==> config.mk <==
export PLATFORM = sky130hd
export DESIGN_NAME = md_decode
export DESIGN_NICKNAME = d
export VERILOG_FILES = /design/src/pkg/md_pkg.sv /design/src/design/md_decode.sv /design/src/design/md_cycle_rom.sv
export SDC_FILE = /design/constraint.sdc
export NUM_CORES = 1
export LEC_CHECK = 0
export ABC_AREA = 1
export BUFFER_PORTS_ARGS = -buffer_cell sky130_fd_sc_hd__buf_4
export CORE_AREA = 3 3 99 148
export DETAILED_ROUTE_END_ITERATION = 16
export DIE_AREA = 0 0 102 151
export SYNTH_ARGS = -nofsm -noshare
export SYNTH_HDL_FRONTEND = slang
export SYNTH_SLANG_ARGS = --single-unit
==> constraint.sdc <==
create_clock -name clock -period 5.4 [get_ports clock]
set_clock_uncertainty 0.15 [all_clocks]
set_input_delay 1.08 -clock clock [delete_from_list [all_inputs] [get_ports clock]]
set_output_delay 1.08 -clock clock [all_outputs]
set_load 0.01 [all_outputs]
==> src/pkg/md_pkg.sv <==
// Shared constants, opcode patterns, cycle tables and types of the decoder
package md_pkg;

  // ************************************************************
  // Opcode patterns (binary keeps the w, d and s bits visible)
  // ************************************************************
  localparam logic [7:0] MD_OP_GRP3 = 8'b1111_011?;
  localparam logic [7:0] MD_OP_SIGNED_PRODUCT_IMM = 8'b0110_10?1;
  localparam logic [7:0] MD_OP_AAM = 8'hd4;
  localparam logic [7:0] MD_OP_AAD = 8'hd5;
  localparam logic [7:0] MD_OP_BCD_BASE = 8'h0a;
  localparam logic [7:0] MD_OP_CBW = 8'h98;
  localparam logic [7:0] MD_OP_CWD = 8'h99;
  localparam logic [7:0] MD_OP_SH1 = 8'b1101_000?;
  localparam logic [7:0] MD_OP_SHCL = 8'b1101_001?;
  localparam logic [7:0] MD_OP_SHCNT = 8'b1100_000?;
  localparam logic [7:0] MD_OP_AND_RM = 8'b0010_00??;
  localparam logic [7:0] MD_OP_GRP1 = 8'b1000_000?;
  localparam logic [7:0] MD_OP_AND_ACC = 8'b0010_010?;
  localparam logic [7:0] MD_OP_TEST_RM = 8'b1000_010?;
  localparam logic [7:0] MD_OP_TEST_ACC = 8'b1010_100?;
  localparam logic [7:0] MD_OP_OR_RM = 8'b0000_10??;
  localparam logic [7:0] MD_OP_OR_ACC = 8'b0000_110?;

  // ************************************************************
  // Field positions and ModRM reg codes
  // ************************************************************
  localparam int MD_W_BIT = 0;
  localparam int MD_D_BIT = 1;
  localparam int MD_S_BIT = 1;
  localparam int MD_MOD_HI = 7;
  localparam int MD_MOD_LO = 6;
  localparam int MD_REG_HI = 5;
  localparam int MD_REG_LO = 3;
  localparam int MD_RM_HI = 2;
  localparam logic [1:0] MD_MOD_REG = 2'h3;
  localparam logic [2:0] MD_G3_TEST = 3'h0;
  localparam logic [2:0] MD_G3_SMUL = 3'h5;
  localparam logic [2:0] MD_G3_UQUOT = 3'h6;
  localparam logic [2:0] MD_G3_SQUOT = 3'h7;
  localparam logic [2:0] MD_G1_OR = 3'h1;
  localparam logic [2:0] MD_G1_AND = 3'h4;

  // ************************************************************
  // Cycle tables, indexed {mem, word}: reg byte, reg word, mem byte, mem word
  // ************************************************************
  localparam int MD_CW = 7;
  typedef logic [MD_CW-1:0] md_cyc_t;
  localparam md_cyc_t MD_CYC_SMUL [4] = '{7'h1c, 7'h25, 7'h22, 7'h2b};
  localparam md_cyc_t MD_CYC_SIGNED_PRODUCT_IMM [4] = '{7'h19, 7'h19, 7'h20, 7'h20};
  localparam md_cyc_t MD_CYC_UQUOT [4] = '{7'h1d, 7'h26, 7'h23, 7'h2c};
  localparam md_cyc_t MD_CYC_SQUOT [4] = '{7'h34, 7'h3d, 7'h3a, 7'h43};
  localparam md_cyc_t MD_CYC_SH1 [4] = '{7'h02, 7'h02, 7'h0f, 7'h0f};
  localparam md_cyc_t MD_CYC_SHN [4] = '{7'h05, 7'h05, 7'h11, 7'h11};
  localparam md_cyc_t MD_CYC_LOG_RM [4] = '{7'h03, 7'h03, 7'h0a, 7'h0a};
  localparam md_cyc_t MD_CYC_LOG_IMM [4] = '{7'h04, 7'h04, 7'h10, 7'h10};
  localparam md_cyc_t MD_CYC_TEST_IMM [4] = '{7'h04, 7'h04, 7'h0a, 7'h0a};
  localparam md_cyc_t MD_CYC_ACC [4] = '{7'h03, 7'h04, 7'h03, 7'h04};
  localparam md_cyc_t MD_CYC_AAM = 7'h13;
  localparam md_cyc_t MD_CYC_AAD = 7'h0f;
  localparam md_cyc_t MD_CYC_CBW = 7'h02;
  localparam md_cyc_t MD_CYC_CWD = 7'h04;
  localparam md_cyc_t MD_CYC_NARROW_BUS = 7'h04;
  localparam int MD_NW = 10;

  // ************************************************************
  // Types
  // ************************************************************
  typedef enum logic [4:0] {
    MD_K_NONE, MD_K_GRP3, MD_K_GRP1, MD_K_SMUL, MD_K_SIGNED_PRODUCT_IMM, MD_K_UQUOT,
    MD_K_SQUOT, MD_K_AAM, MD_K_AAD, MD_K_CBW, MD_K_CWD, MD_K_SH1, MD_K_SHCL,
    MD_K_SHCNT, MD_K_AND_RM, MD_K_AND_IMM, MD_K_AND_ACC, MD_K_TEST_RM,
    MD_K_TEST_IMM, MD_K_TEST_ACC, MD_K_OR_RM, MD_K_OR_IMM, MD_K_OR_ACC
  } md_kind_t;

  typedef enum logic [2:0] {
    MD_ROTATE_LEFT, MD_ROTATE_RIGHT, MD_ROTATE_CARRY_LEFT, MD_ROTATE_CARRY_RIGHT,
    MD_SHIFT_LEFT, MD_LOGICAL_SHIFT_RIGHT, MD_SHIFT_LEFT_ALT, MD_ARITH_SHIFT_RIGHT
  } md_shift_t;

  typedef struct packed {
    md_kind_t kind;
    logic word;
    logic dir;
    logic mem;
    logic [1:0] mode;
    logic [2:0] reg_f;
    logic [2:0] rm;
    md_shift_t shift_op_select;
    logic [7:0] shift_n;
    logic [15:0] imm;
    logic stores;
  } md_dec_t;

endpackage

==> src/design/md_decode.sv <==
// Multiply, divide, BCD adjust, sign extend, shift and logic opcode decoder
//
// Summary of operation
// - Group opcode with reg 101 is signed product, 25-28/34-37, memory up to 43.
// - Immediate signed product into reg; second immediate byte only when s is 0.
// - Group opcode reg 110 unsigned quotient: 29, 38, 35, 44 cycles.
// - Group opcode reg 111 signed quotient: 44-52, 53-61, 50-58, 59-67 cycles.
// - Byte pair d4 0a adjusts after byte product in 19 cycles.
// - Byte pair d5 0a adjusts before byte quotient in 15 cycles.
// - Byte sign extension into accumulator in 2 cycles.
// - Accumulator sign extension into register pair in 4 cycles.
// - Shift by one, by count register, or by trailing count byte, with cycle costs.
// - Operation field of shift opcodes selects rotate or shift kind.
// - Conjunction: reg/mem form, immediate group form reg 100, accumulator form.
// - Test updates flags only in reg/mem and group reg 000 forms; the accumulator form keeps stores set.
// - Disjunction: reg/mem form, immediate group form reg 001, accumulator form.
// - Logic immediates fetch a second data byte only for word operands.
// - Narrow bus: word operations other than shifts and immediate product add 4 cycles per memory transfer.
`timescale 1ns/100ps
`default_nettype none

module md_decode (
  input wire logic clock,
  input wire logic rst,
  input wire logic byte_valid,
  input wire logic [7:0] byte_data,
  input wire logic [7:0] shift_count_register,
  input wire logic narrow_bus,
  output logic byte_ready,
  output md_pkg::md_dec_t decoded,
  output logic exec_busy,
  output logic exec_done,
  output logic not_mine
);

  // ************************************************************
  // Types, state and helpers
  // ************************************************************
  typedef enum {
    ST_IDLE, ST_SECOND, ST_MODRM, ST_IMM_LO, ST_IMM_HI, ST_COUNT, ST_LOOKUP, ST_EXEC
  } md_state_t;

  md_state_t state, next_state;
  md_pkg::md_dec_t next_decoded;
  logic [md_pkg::MD_NW-1:0] remain, next_remain;
  logic next_byte_ready, next_exec_busy, next_exec_done, next_not_mine;
  logic bus_meta, bus_sync;
  logic take;
  logic [md_pkg::MD_CW-1:0] base_cycles;
  logic [md_pkg::MD_NW-1:0] extra;

  // First-byte classification; group opcodes still wait for their ModRM
  function automatic md_pkg::md_kind_t first_kind(input logic [7:0] op);
    md_pkg::md_kind_t k;
    k = md_pkg::MD_K_NONE;
    casez (op)
      md_pkg::MD_OP_GRP3: k = md_pkg::MD_K_GRP3;
      md_pkg::MD_OP_SIGNED_PRODUCT_IMM: k = md_pkg::MD_K_SIGNED_PRODUCT_IMM;
      md_pkg::MD_OP_AAM: k = md_pkg::MD_K_AAM;
      md_pkg::MD_OP_AAD: k = md_pkg::MD_K_AAD;
      md_pkg::MD_OP_CBW: k = md_pkg::MD_K_CBW;
      md_pkg::MD_OP_CWD: k = md_pkg::MD_K_CWD;
      md_pkg::MD_OP_SH1: k = md_pkg::MD_K_SH1;
      md_pkg::MD_OP_SHCL: k = md_pkg::MD_K_SHCL;
      md_pkg::MD_OP_SHCNT: k = md_pkg::MD_K_SHCNT;
      md_pkg::MD_OP_AND_RM: k = md_pkg::MD_K_AND_RM;
      md_pkg::MD_OP_GRP1: k = md_pkg::MD_K_GRP1;
      md_pkg::MD_OP_AND_ACC: k = md_pkg::MD_K_AND_ACC;
      md_pkg::MD_OP_TEST_RM: k = md_pkg::MD_K_TEST_RM;
      md_pkg::MD_OP_TEST_ACC: k = md_pkg::MD_K_TEST_ACC;
      md_pkg::MD_OP_OR_RM: k = md_pkg::MD_K_OR_RM;
      md_pkg::MD_OP_OR_ACC: k = md_pkg::MD_K_OR_ACC;
      default: k = md_pkg::MD_K_NONE;
    endcase
    return k;
  endfunction

  // Kinds whose first byte is followed by a ModRM byte
  function automatic logic wants_modrm(input md_pkg::md_kind_t k);
    case (k)
      md_pkg::MD_K_GRP3, md_pkg::MD_K_GRP1, md_pkg::MD_K_SIGNED_PRODUCT_IMM,
      md_pkg::MD_K_SH1, md_pkg::MD_K_SHCL, md_pkg::MD_K_SHCNT,
      md_pkg::MD_K_AND_RM, md_pkg::MD_K_TEST_RM, md_pkg::MD_K_OR_RM: return 1'b1;
      default: return 1'b0;
    endcase
  endfunction

  // Kinds that carry immediate data after the opcode or ModRM
  function automatic logic wants_imm(input md_pkg::md_kind_t k);
    case (k)
      md_pkg::MD_K_SIGNED_PRODUCT_IMM, md_pkg::MD_K_AND_IMM, md_pkg::MD_K_OR_IMM,
      md_pkg::MD_K_TEST_IMM, md_pkg::MD_K_AND_ACC, md_pkg::MD_K_OR_ACC,
      md_pkg::MD_K_TEST_ACC: return 1'b1;
      default: return 1'b0;
    endcase
  endfunction

  // Where to go once opcode and ModRM are known
  function automatic md_state_t after_modrm(input md_pkg::md_kind_t k);
    if (k == md_pkg::MD_K_SHCNT) begin
      return ST_COUNT;
    end else if (wants_imm(k)) begin
      return ST_IMM_LO;
    end
    return ST_LOOKUP;
  endfunction

  // ************************************************************
  // Narrow-bus strap arrives from a pin: two-stage synchroniser
  // ************************************************************
  always_ff @(posedge clock) begin
    if (rst) begin
      bus_meta <= 1'b0;
      bus_sync <= 1'b0;
    end else begin
      bus_meta <= narrow_bus;
      bus_sync <= bus_meta;
    end
  end

  md_cycle_rom u_rom (
    .clock(clock),
    .rst(rst),
    .kind(next_decoded.kind),
    .mem(next_decoded.mem),
    .word(next_decoded.word),
    .base_cycles(base_cycles)
  );

  // ************************************************************
  // Cycle extras: shift count and narrow-bus word penalty
  // ************************************************************
  always_comb begin
    extra = '0;
    if (decoded.kind == md_pkg::MD_K_SHCL || decoded.kind == md_pkg::MD_K_SHCNT) begin
      extra = {{(md_pkg::MD_NW-8){1'b0}}, decoded.shift_n};
    end
    // Only the starred (bus-sensitive) entries pay the narrow-bus penalty
    if (bus_sync && decoded.word && decoded.mem &&
        decoded.kind != md_pkg::MD_K_SIGNED_PRODUCT_IMM && decoded.kind != md_pkg::MD_K_SH1 &&
        decoded.kind != md_pkg::MD_K_SHCL && decoded.kind != md_pkg::MD_K_SHCNT) begin
      extra = extra + {{(md_pkg::MD_NW-md_pkg::MD_CW){1'b0}}, md_pkg::MD_CYC_NARROW_BUS};
      // A stored memory result is a second transfer; products and quotients land in registers
      if (decoded.stores && !decoded.dir && decoded.kind != md_pkg::MD_K_SMUL &&
          decoded.kind != md_pkg::MD_K_UQUOT && decoded.kind != md_pkg::MD_K_SQUOT) begin
        extra = extra + {{(md_pkg::MD_NW-md_pkg::MD_CW){1'b0}}, md_pkg::MD_CYC_NARROW_BUS};
      end
    end
  end

  // ************************************************************
  // Fetch and execute sequence
  // ************************************************************
  assign take = byte_valid && byte_ready;

  always_comb begin
    next_state = state;
    next_decoded = decoded;
    next_remain = remain;
    next_exec_done = 1'b0;
    next_not_mine = 1'b0;
    case (state)
      ST_IDLE: begin
        if (take) begin
          next_decoded = '0;
          next_decoded.kind = first_kind(byte_data);
          next_decoded.word = byte_data[md_pkg::MD_W_BIT];
          next_decoded.dir = byte_data[md_pkg::MD_D_BIT];
          next_decoded.stores = 1'b1;
          case (next_decoded.kind)
            md_pkg::MD_K_NONE: next_not_mine = 1'b1;
            md_pkg::MD_K_AAM, md_pkg::MD_K_AAD: next_state = ST_SECOND;
            md_pkg::MD_K_CBW, md_pkg::MD_K_CWD: next_state = ST_LOOKUP;
            default: begin
              if (wants_modrm(next_decoded.kind)) begin
                next_state = ST_MODRM;
              end else begin
                next_state = ST_IMM_LO;
              end
            end
          endcase
          // Immediate product: reg field is destination, s bit is not a direction
          if (next_decoded.kind == md_pkg::MD_K_SIGNED_PRODUCT_IMM) begin
            next_decoded.word = 1'b1;
            next_decoded.dir = 1'b1;
          end
          if (next_decoded.kind == md_pkg::MD_K_SIGNED_PRODUCT_IMM ||
              next_decoded.kind == md_pkg::MD_K_TEST_RM || next_decoded.kind ==
              md_pkg::MD_K_GRP3 || next_decoded.kind == md_pkg::MD_K_SH1 ||
              next_decoded.kind == md_pkg::MD_K_SHCL || next_decoded.kind ==
              md_pkg::MD_K_SHCNT || next_decoded.kind == md_pkg::MD_K_GRP1) begin
            // The s bit of the immediate product must survive for the fetch length
            next_decoded.dir = (next_decoded.kind == md_pkg::MD_K_SIGNED_PRODUCT_IMM) ?
                               byte_data[md_pkg::MD_S_BIT] : 1'b0;
          end
        end
      end
      ST_SECOND: begin
        if (take) begin
          if (byte_data == md_pkg::MD_OP_BCD_BASE) begin
            next_state = ST_LOOKUP;
          end else begin
            next_not_mine = 1'b1;
            next_state = ST_IDLE;
          end
        end
      end
      ST_MODRM: begin
        if (take) begin
          next_decoded.mode = byte_data[md_pkg::MD_MOD_HI:md_pkg::MD_MOD_LO];
          next_decoded.reg_f = byte_data[md_pkg::MD_REG_HI:md_pkg::MD_REG_LO];
          next_decoded.rm = byte_data[md_pkg::MD_RM_HI:0];
          next_decoded.mem = next_decoded.mode != md_pkg::MD_MOD_REG;
          next_decoded.shift_op_select = md_pkg::md_shift_t'(next_decoded.reg_f);
          if (decoded.kind == md_pkg::MD_K_SH1) begin
            next_decoded.shift_n = 8'h01;
          end else if (decoded.kind == md_pkg::MD_K_SHCL) begin
            next_decoded.shift_n = shift_count_register;
          end
          if (decoded.kind == md_pkg::MD_K_GRP3) begin
            case (next_decoded.reg_f)
              md_pkg::MD_G3_TEST: next_decoded.kind = md_pkg::MD_K_TEST_IMM;
              md_pkg::MD_G3_SMUL: next_decoded.kind = md_pkg::MD_K_SMUL;
              md_pkg::MD_G3_UQUOT: next_decoded.kind = md_pkg::MD_K_UQUOT;
              md_pkg::MD_G3_SQUOT: next_decoded.kind = md_pkg::MD_K_SQUOT;
              default: next_decoded.kind = md_pkg::MD_K_NONE;
            endcase
          end else if (decoded.kind == md_pkg::MD_K_GRP1) begin
            case (next_decoded.reg_f)
              md_pkg::MD_G1_AND: next_decoded.kind = md_pkg::MD_K_AND_IMM;
              md_pkg::MD_G1_OR: next_decoded.kind = md_pkg::MD_K_OR_IMM;
              default: next_decoded.kind = md_pkg::MD_K_NONE;
            endcase
          end
          // Test reg/mem and test immediate forms never write back
          if (next_decoded.kind == md_pkg::MD_K_TEST_IMM ||
              next_decoded.kind == md_pkg::MD_K_TEST_RM) begin
            next_decoded.stores = 1'b0;
          end
          if (next_decoded.kind == md_pkg::MD_K_NONE) begin
            next_not_mine = 1'b1;
            next_state = ST_IDLE;
          end else begin
            next_state = after_modrm(next_decoded.kind);
          end
        end
      end
      ST_IMM_LO: begin
        if (take) begin
          next_decoded.imm = {{8{byte_data[7]}}, byte_data};
          if (decoded.kind == md_pkg::MD_K_SIGNED_PRODUCT_IMM) begin
            next_state = decoded.dir ? ST_LOOKUP : ST_IMM_HI;
          end else begin
            next_state = decoded.word ? ST_IMM_HI : ST_LOOKUP;
          end
        end
      end
      ST_IMM_HI: begin
        if (take) begin
          next_decoded.imm = {byte_data, decoded.imm[7:0]};
          next_state = ST_LOOKUP;
        end
      end
      ST_COUNT: begin
        if (take) begin
          next_decoded.shift_n = byte_data;
          next_state = ST_LOOKUP;
        end
      end
      ST_LOOKUP: begin
        // The table registered the kind as it settled, so its answer stands here
        next_state = ST_EXEC;
        next_remain = {{(md_pkg::MD_NW-md_pkg::MD_CW){1'b0}}, base_cycles} + extra;
      end
      ST_EXEC: begin
        next_remain = remain - {{(md_pkg::MD_NW-1){1'b0}}, 1'b1};
        if (remain == {{(md_pkg::MD_NW-1){1'b0}}, 1'b1}) begin
          next_exec_done = 1'b1;
          next_state = ST_IDLE;
        end
      end
      default: next_state = ST_IDLE;
    endcase
    next_exec_busy = next_state == ST_EXEC;
    next_byte_ready = next_state != ST_LOOKUP && next_state != ST_EXEC;
  end

  always_ff @(posedge clock) begin
    if (rst) begin
      state <= ST_IDLE;
      decoded <= '0;
      remain <= '0;
      byte_ready <= 1'b0;
      exec_busy <= 1'b0;
      exec_done <= 1'b0;
      not_mine <= 1'b0;
    end else begin
      state <= next_state;
      decoded <= next_decoded;
      remain <= next_remain;
      byte_ready <= next_byte_ready;
      exec_busy <= next_exec_busy;
      exec_done <= next_exec_done;
      not_mine <= next_not_mine;
    end
  end

endmodule

`default_nettype wire

==> src/design/md_cycle_rom.sv <==
// Base cycle-count table with a registered read port
`timescale 1ns/100ps
`default_nettype none

module md_cycle_rom (
  input wire logic clock,
  input wire logic rst,
  input wire md_pkg::md_kind_t kind,
  input wire logic mem,
  input wire logic word,
  output logic [md_pkg::MD_CW-1:0] base_cycles
);

  logic [md_pkg::MD_CW-1:0] next_base_cycles;
  logic [1:0] idx;

  always_comb begin
    idx = {mem, word};
    case (kind)
      md_pkg::MD_K_SMUL: next_base_cycles = md_pkg::MD_CYC_SMUL[idx];
      md_pkg::MD_K_SIGNED_PRODUCT_IMM: next_base_cycles = md_pkg::MD_CYC_SIGNED_PRODUCT_IMM[idx];
      md_pkg::MD_K_UQUOT: next_base_cycles = md_pkg::MD_CYC_UQUOT[idx];
      md_pkg::MD_K_SQUOT: next_base_cycles = md_pkg::MD_CYC_SQUOT[idx];
      md_pkg::MD_K_AAM: next_base_cycles = md_pkg::MD_CYC_AAM;
      md_pkg::MD_K_AAD: next_base_cycles = md_pkg::MD_CYC_AAD;
      md_pkg::MD_K_CBW: next_base_cycles = md_pkg::MD_CYC_CBW;
      md_pkg::MD_K_CWD: next_base_cycles = md_pkg::MD_CYC_CWD;
      md_pkg::MD_K_SH1: next_base_cycles = md_pkg::MD_CYC_SH1[idx];
      md_pkg::MD_K_SHCL,
      md_pkg::MD_K_SHCNT: next_base_cycles = md_pkg::MD_CYC_SHN[idx];
      md_pkg::MD_K_AND_RM,
      md_pkg::MD_K_OR_RM,
      md_pkg::MD_K_TEST_RM: next_base_cycles = md_pkg::MD_CYC_LOG_RM[idx];
      md_pkg::MD_K_AND_IMM,
      md_pkg::MD_K_OR_IMM: next_base_cycles = md_pkg::MD_CYC_LOG_IMM[idx];
      md_pkg::MD_K_TEST_IMM: next_base_cycles = md_pkg::MD_CYC_TEST_IMM[idx];
      md_pkg::MD_K_AND_ACC,
      md_pkg::MD_K_OR_ACC,
      md_pkg::MD_K_TEST_ACC: next_base_cycles = md_pkg::MD_CYC_ACC[idx];
      default: next_base_cycles = md_pkg::MD_CYC_CBW;
    endcase
  end

  always_ff @(posedge clock) begin
    if (rst) begin
      base_cycles <= '0;
    end else begin
      base_cycles <= next_base_cycles;
    end
  end

endmodule

`default_nettype wire

Word level (Yosys, flattened, before mapping). Memories as Yosys holds them, arrays and structs flattened. Index checks and enable logic that the tools add are counted.

Flip-flop bits (word level): 99. Latch bits: 0. Memory bits (writable): 0. Memory bits (read-only): 32. Bits of input ports: 20. Word-level logic and storage cells: 270. Memories: 1.

Memory list: (no name shown) (words 32, bits a word 1, rd ports 1, clocked after Yosys merged registers in 0, write ports 0, RTL line md_decode.sv:80) `case (k)`.

$add $sub $neg: 4. $mul: 0. Divide/modulo/power cells: 0. Magnitude comparators: 1. Equality and inequality tests: 93. Shifts and indexed selects: 0. Multiplexer cells: 101. Bitwise operators: 3. Reductions and logical operators: 46.

Operators with widths (number): 32-bit two-way mux (8); 32-bit case mux with 7 select lines (1); 7-bit binary-select mux with 2-bit select (10); 7-bit two-way mux (20); 32-bit by 3-bit equality test with 1-bit output, second input constant (4); 32-bit case mux with 3 select lines (1); 7-bit case mux with 13 select lines (1); 5-bit by 4-bit equality test with 1-bit output, second input constant (18); 5-bit case mux with 16 select lines (1); 5-bit equality test, second input constant (14); 32-bit by 2-bit equality test with 1-bit output, second input constant (2); 32-bit by 4-bit != test with 1-bit output, second input constant (2); 7-bit equality test, second input constant (7); 16-bit case mux with 3 select lines (1); 44-bit two-way mux (1); 5-bit by 3-bit equality test with 1-bit output, second input constant (8); 5-bit two-way mux (7); 32-bit by 1-bit equality test with 1-bit output, second input constant (1); 32-bit by 4-bit equality test with 1-bit output, second input constant (1); 8-bit equality test, second input constant (4); 32-bit logical NOT (1); 16-bit two-way mux (2); 8-bit two-way mux (4); 1-bit two-way mux (25); 48 further kinds (104).

Depth between registers and ports, before layout.
Word-level depth: 24. Mapped depth: 22. Gate-level depth less buffers: 21.

By module. From an unflattened synthesis, not the netlist that was laid out.

Cell total of the unflattened synthesis: 939. Area, all modules: 6338.6 µm².

By module, submodules not included: md_decode (times used 1, cells an instance 819, area an instance 5606.6 µm², sequential area each 1781.7 µm²); md_cycle_rom (times used 1, cells an instance 120, area an instance 732.0 µm², sequential area each 140.1 µm²).

Worst setup path before layout. No wires, ideal clock.

Path kind: input-to-reg. From: in byte_data[2]. To: reg u_rom.base_cycles[0] (netlist name). Data arrival time: 3.342 ns. Slack: 1.780 ns. Stages on the path: 22. Buffers on the path: 1. Cells stage by stage: buf_2 -> inv_1 -> nand2_2 -> nor2_1 -> nand2_1 -> nand2_1 -> nor2_1 -> nand2_1 -> inv_1 -> ha_1 -> inv_1 -> nor2_1 -> nand3_1 -> a31o_2 -> ha_1 -> or2_2 -> nand2_1 -> nand2_1 -> nor2_1 -> o21ai_1 -> nor2_1 -> nor2_1.

Cells in the longest elaborated chain, start to end: 13.

RTL lines: from (decl) (RTL line md_decode.sv:26) `input wire logic [7:0] byte_data,`; 8-bit equality test, or another cell as far along (RTL line md_decode.sv:56) `casez (op)`; 5-bit case mux with 16 select lines * (RTL line md_decode.sv:56); 5-bit two-way mux * (RTL line md_decode.sv:164) `if (take) begin`; 5-bit two-way mux * (RTL line md_decode.sv:162) `case (state)`; 5-bit by 3-bit equality test with 1-bit output (RTL line md_decode.sv:183) `if (next_decoded.kind == md_pkg::MD_K_SIGNED_PRODUCT_IMM) begin`; 2-bit two-way mux (RTL line md_decode.sv:183); 44-bit two-way mux * (RTL line md_decode.sv:164); 2-bit two-way mux (RTL line md_decode.sv:162); 2-bit NOT with 3-bit output (implied by the code); 7-bit binary-select mux with 2-bit select, or another cell as far along (RTL line md_cycle_rom.sv:39) `md_pkg::MD_K_TEST_ACC: next_base_cycles = md_pkg::MD_CYC_ACC[idx];`; 7-bit two-way mux (implied by the code), or another cell as far along (2 in series) (RTL line md_cycle_rom.sv:39); 7-bit case mux with 13 select lines * (RTL line md_cycle_rom.sv:19) `case (kind)`; to (signal assigned) (RTL line md_cycle_rom.sv:48) `base_cycles <= next_base_cycles;`; to (decl) (RTL line md_cycle_rom.sv:11) `output logic [md_pkg::MD_CW-1:0] base_cycles`.

Mark *: on every way between the ends. The rest lies on a longest branch, timed or not. The select of a mux whose other input is x is not followed. A chain may end at the register's enable or synchronous reset.

==> metrics <==
cts bufs inserted 9; combinational fraction of design power under 10%; final std cells w/o fill approximately 1200; Avg Cell Area, Syn 6.47 µm²; fin util 51.6%; Slowest-stage cell, CP nand2_1; Seq cells post-synth 96; number of synthesized flops with an enable pin 0; Startpoint Class input port; worst relative slew slack between 30% and 40%; Yosys cell types 53; Max-Cap Viols 0; RSZ-0062 raised after global routing false; Clock Pin Slew Worst Setup and Hold Paths about 70 ps; Die X-Extent about 100 µm; antenna violations before repair 0; Post-Place Setup Slack 1270 ps; Sw Ratio 25.1%; Critical Path End Type register; CP Class input port to register; vias post-DR just over 6000; worst hold path type register to register; WL met3 approximately 810 µm; Max rail drop VDD about 0.14 mV; final setup fails 0; Pins Over Slew Limit 0; fmax around 260 MHz; clk root buf clkbuf_16; I/O pin count 68; CP Cell Sequence buf_4, nand2_1, inv_1, nand2_2, inv_2, o22ai_4, inv_1, ha_1, or2_2, nand2_1, nand2_1, nor2_1, o21ai_1, nor2_1, nor2_1; DR vias/cell 5.17; total power around 1.5 mW; synthesized area approximately 6000 µm²; Hold Path Depth 2; Pre-antenna DRT Iters 5; Post-DRT Antenna Nets 0; switching power ~0.38 mW; yosys warns 0; Worst Path Max Fanout 15; Die ar. 15400 µm²; Int Pwr ~1.1 mW; HPWL after detailed placement 13900 µm; cts hold-fix bufs 0; Seq pwr share 48.4%; Nets 1048; GRT Total Usage between 20% and 30%; global-route wire length before repair around 28000 µm; setup ws final 1580 ps; Post-Synthesis Cells slightly above 900; Primary FF master, synth dfxtp_1; Async S/R FF share, synth 0%; area delta synth->final 17.0%; crit-path leading delay family simple AND/OR/NAND/NOR gates; CP peak stage delay ~520 ps; outcome complete, no violations; postcts setup bufs 0; layout cell share with drive strength beyond 1 14.1%; critical path depth 15; WP data required around 5500 ps; CP startpoint byte_valid; CTS max path bufs 2; drt wl/cell about 15 µm; ant diodes 0; Synth top area share 32.2%; clock group share of total power 45.8%; worst-case reg-to-reg path depth 19; Worst-Skew Late Latency approximately 360 ps; setup TNS 0 ps; Data arrival, critical path about 3900 ps; Initial Util 44.1%; Final Hold Fails 0; Max Used Layer met4; clock sinks 96; die height ~150 µm; port bufs 67; most frequent cells in the layout nand2_1, nor2_1, inv_1, dfxtp_1, buf_4; most common cell after layout, fill and taps aside nand2_1; final wirelength about 18000 µm; initial drt markers about 340; register area share after synthesis 32.2%; CTS tree done; Worst R2R Start decoded[40]; cell accounting for the most synthesized area dfxtp_1; worst-margin pin slew between 1000 and 1500 ps; Final GP Congestion 0.984; vias in the first global route 5692; row cnt between 50 and 60; Met1 Wirelength approximately 7700 µm; placed instance count ~1200; core box area between 10000 and 15000 µm²; post-cts resize count 0; largest net degree at the start of global routing 39; power density over cell area 214 nW/µm²; Leak 3.35 nW; worst hold start bus_meta; Worst Path Buf+Inv 4; DR DRC count 0; part of the cycle the worst path needs a little over 70%; Synth area leaders dfxtp_1, nand2_1, nor2_1, inv_1, o21ai_0; Max H-tree Level 3; post-route minimum period 3820 ps; Met2 Wirelength ~8800 µm; GRT overflow 0
-- sequential cells by signal, indices dropped and copies added, names as in the netlist --
signal,flops
exec_busy,1
bus_meta,1
remain,10
byte_ready,1
state,32
not_mine,1
exec_done,1
decoded,41
u_rom.base_cycles,7
bus_sync,1
-- worst reg2reg max path, delay by kind of cell (launching register included) --
| family | cells | cell delay [ps] |
|---|---|---|
| compound gates | 6 | 980 |
| fa+ha+maj | 1 | 310 |
| buf+inv | 3 | 190 |
| flops | 1 | 500 |
| simple gates | 9 | 1520 |
-- worst paths after layout --
kind	end	slack [ps]
min	bus_sync	260
min reg2reg	bus_sync	260
max	u_rom.base_cycles[0]	1580
max reg2reg	remain[8]	1630
-- final cells by class --
cell class	count	area (µm²)
inverters	124	468
fillers	1451	6550
clock inverters	7	95.1
repair buffers	67	503
clock buffers	9	225
well taps	162	203
multi-input cells	709	3560
flip-flops and latches	96	1920
-- metal layers --
layer	vias up	track usage [%]
met4	0	10.2
li1	3131	-
met3	40	3.55
met5	-	0
met1	2722	28.5
met2	177	41.4
-- cell usage after synthesis (6+ instances only) --
cell type and count:
nand2_1 207, nor2_1 150, inv_1 102, dfxtp_1 96, o21ai_0 59, a21oi_1 56
nand3_1 56, ha_1 20, inv_2 18, nor3_1 16, nand2_2 11, a31oi_1 10
clkbuf_1 9, nor2_2 9, xnor2_1 9, nand4_1 8, o211ai_1 8, o221ai_1 8
nor4_1 7, buf_4 6
-- kinds of logic after synthesis --
kind of cell | synth area share (%)
adder cells (fa/ha/maj) | 4.53
XOR/XNOR | 1.91
buffers and inverters | 9.83
flip-flops | 32.2
AO/OA/AOI/OAI | 15.9
other | 0.0628
AND/OR/NAND/NOR | 35.6
-- power groups by stage --
stage / sequential (mW) / clock (mW) / combinational (mW)
floorplan: 0.740 / 0 / 0.0562
global placement: 0.741 / 0 / 0.0873
detailed placement: 0.741 / 0 / 0.0868
CTS: 0.724 / 0.699 / 0.0870
global route: 0.725 / 0.726 / 0.0994
finish: 0.724 / 0.685 / 0.0874
-- stage by stage --
| stage | cell area, µm² | hold WS, ps |
|---|---|---|
| finish | 6980 | 255 |
| global route | 6980 | 268 |
| CTS | 6980 | 257 |
| detailed placement | 6660 | 246 |
| global placement | 6660 | 245 |
| floorplan | 6070 | 238 |
Note: power is estimated with default switching activity, not from simulation.
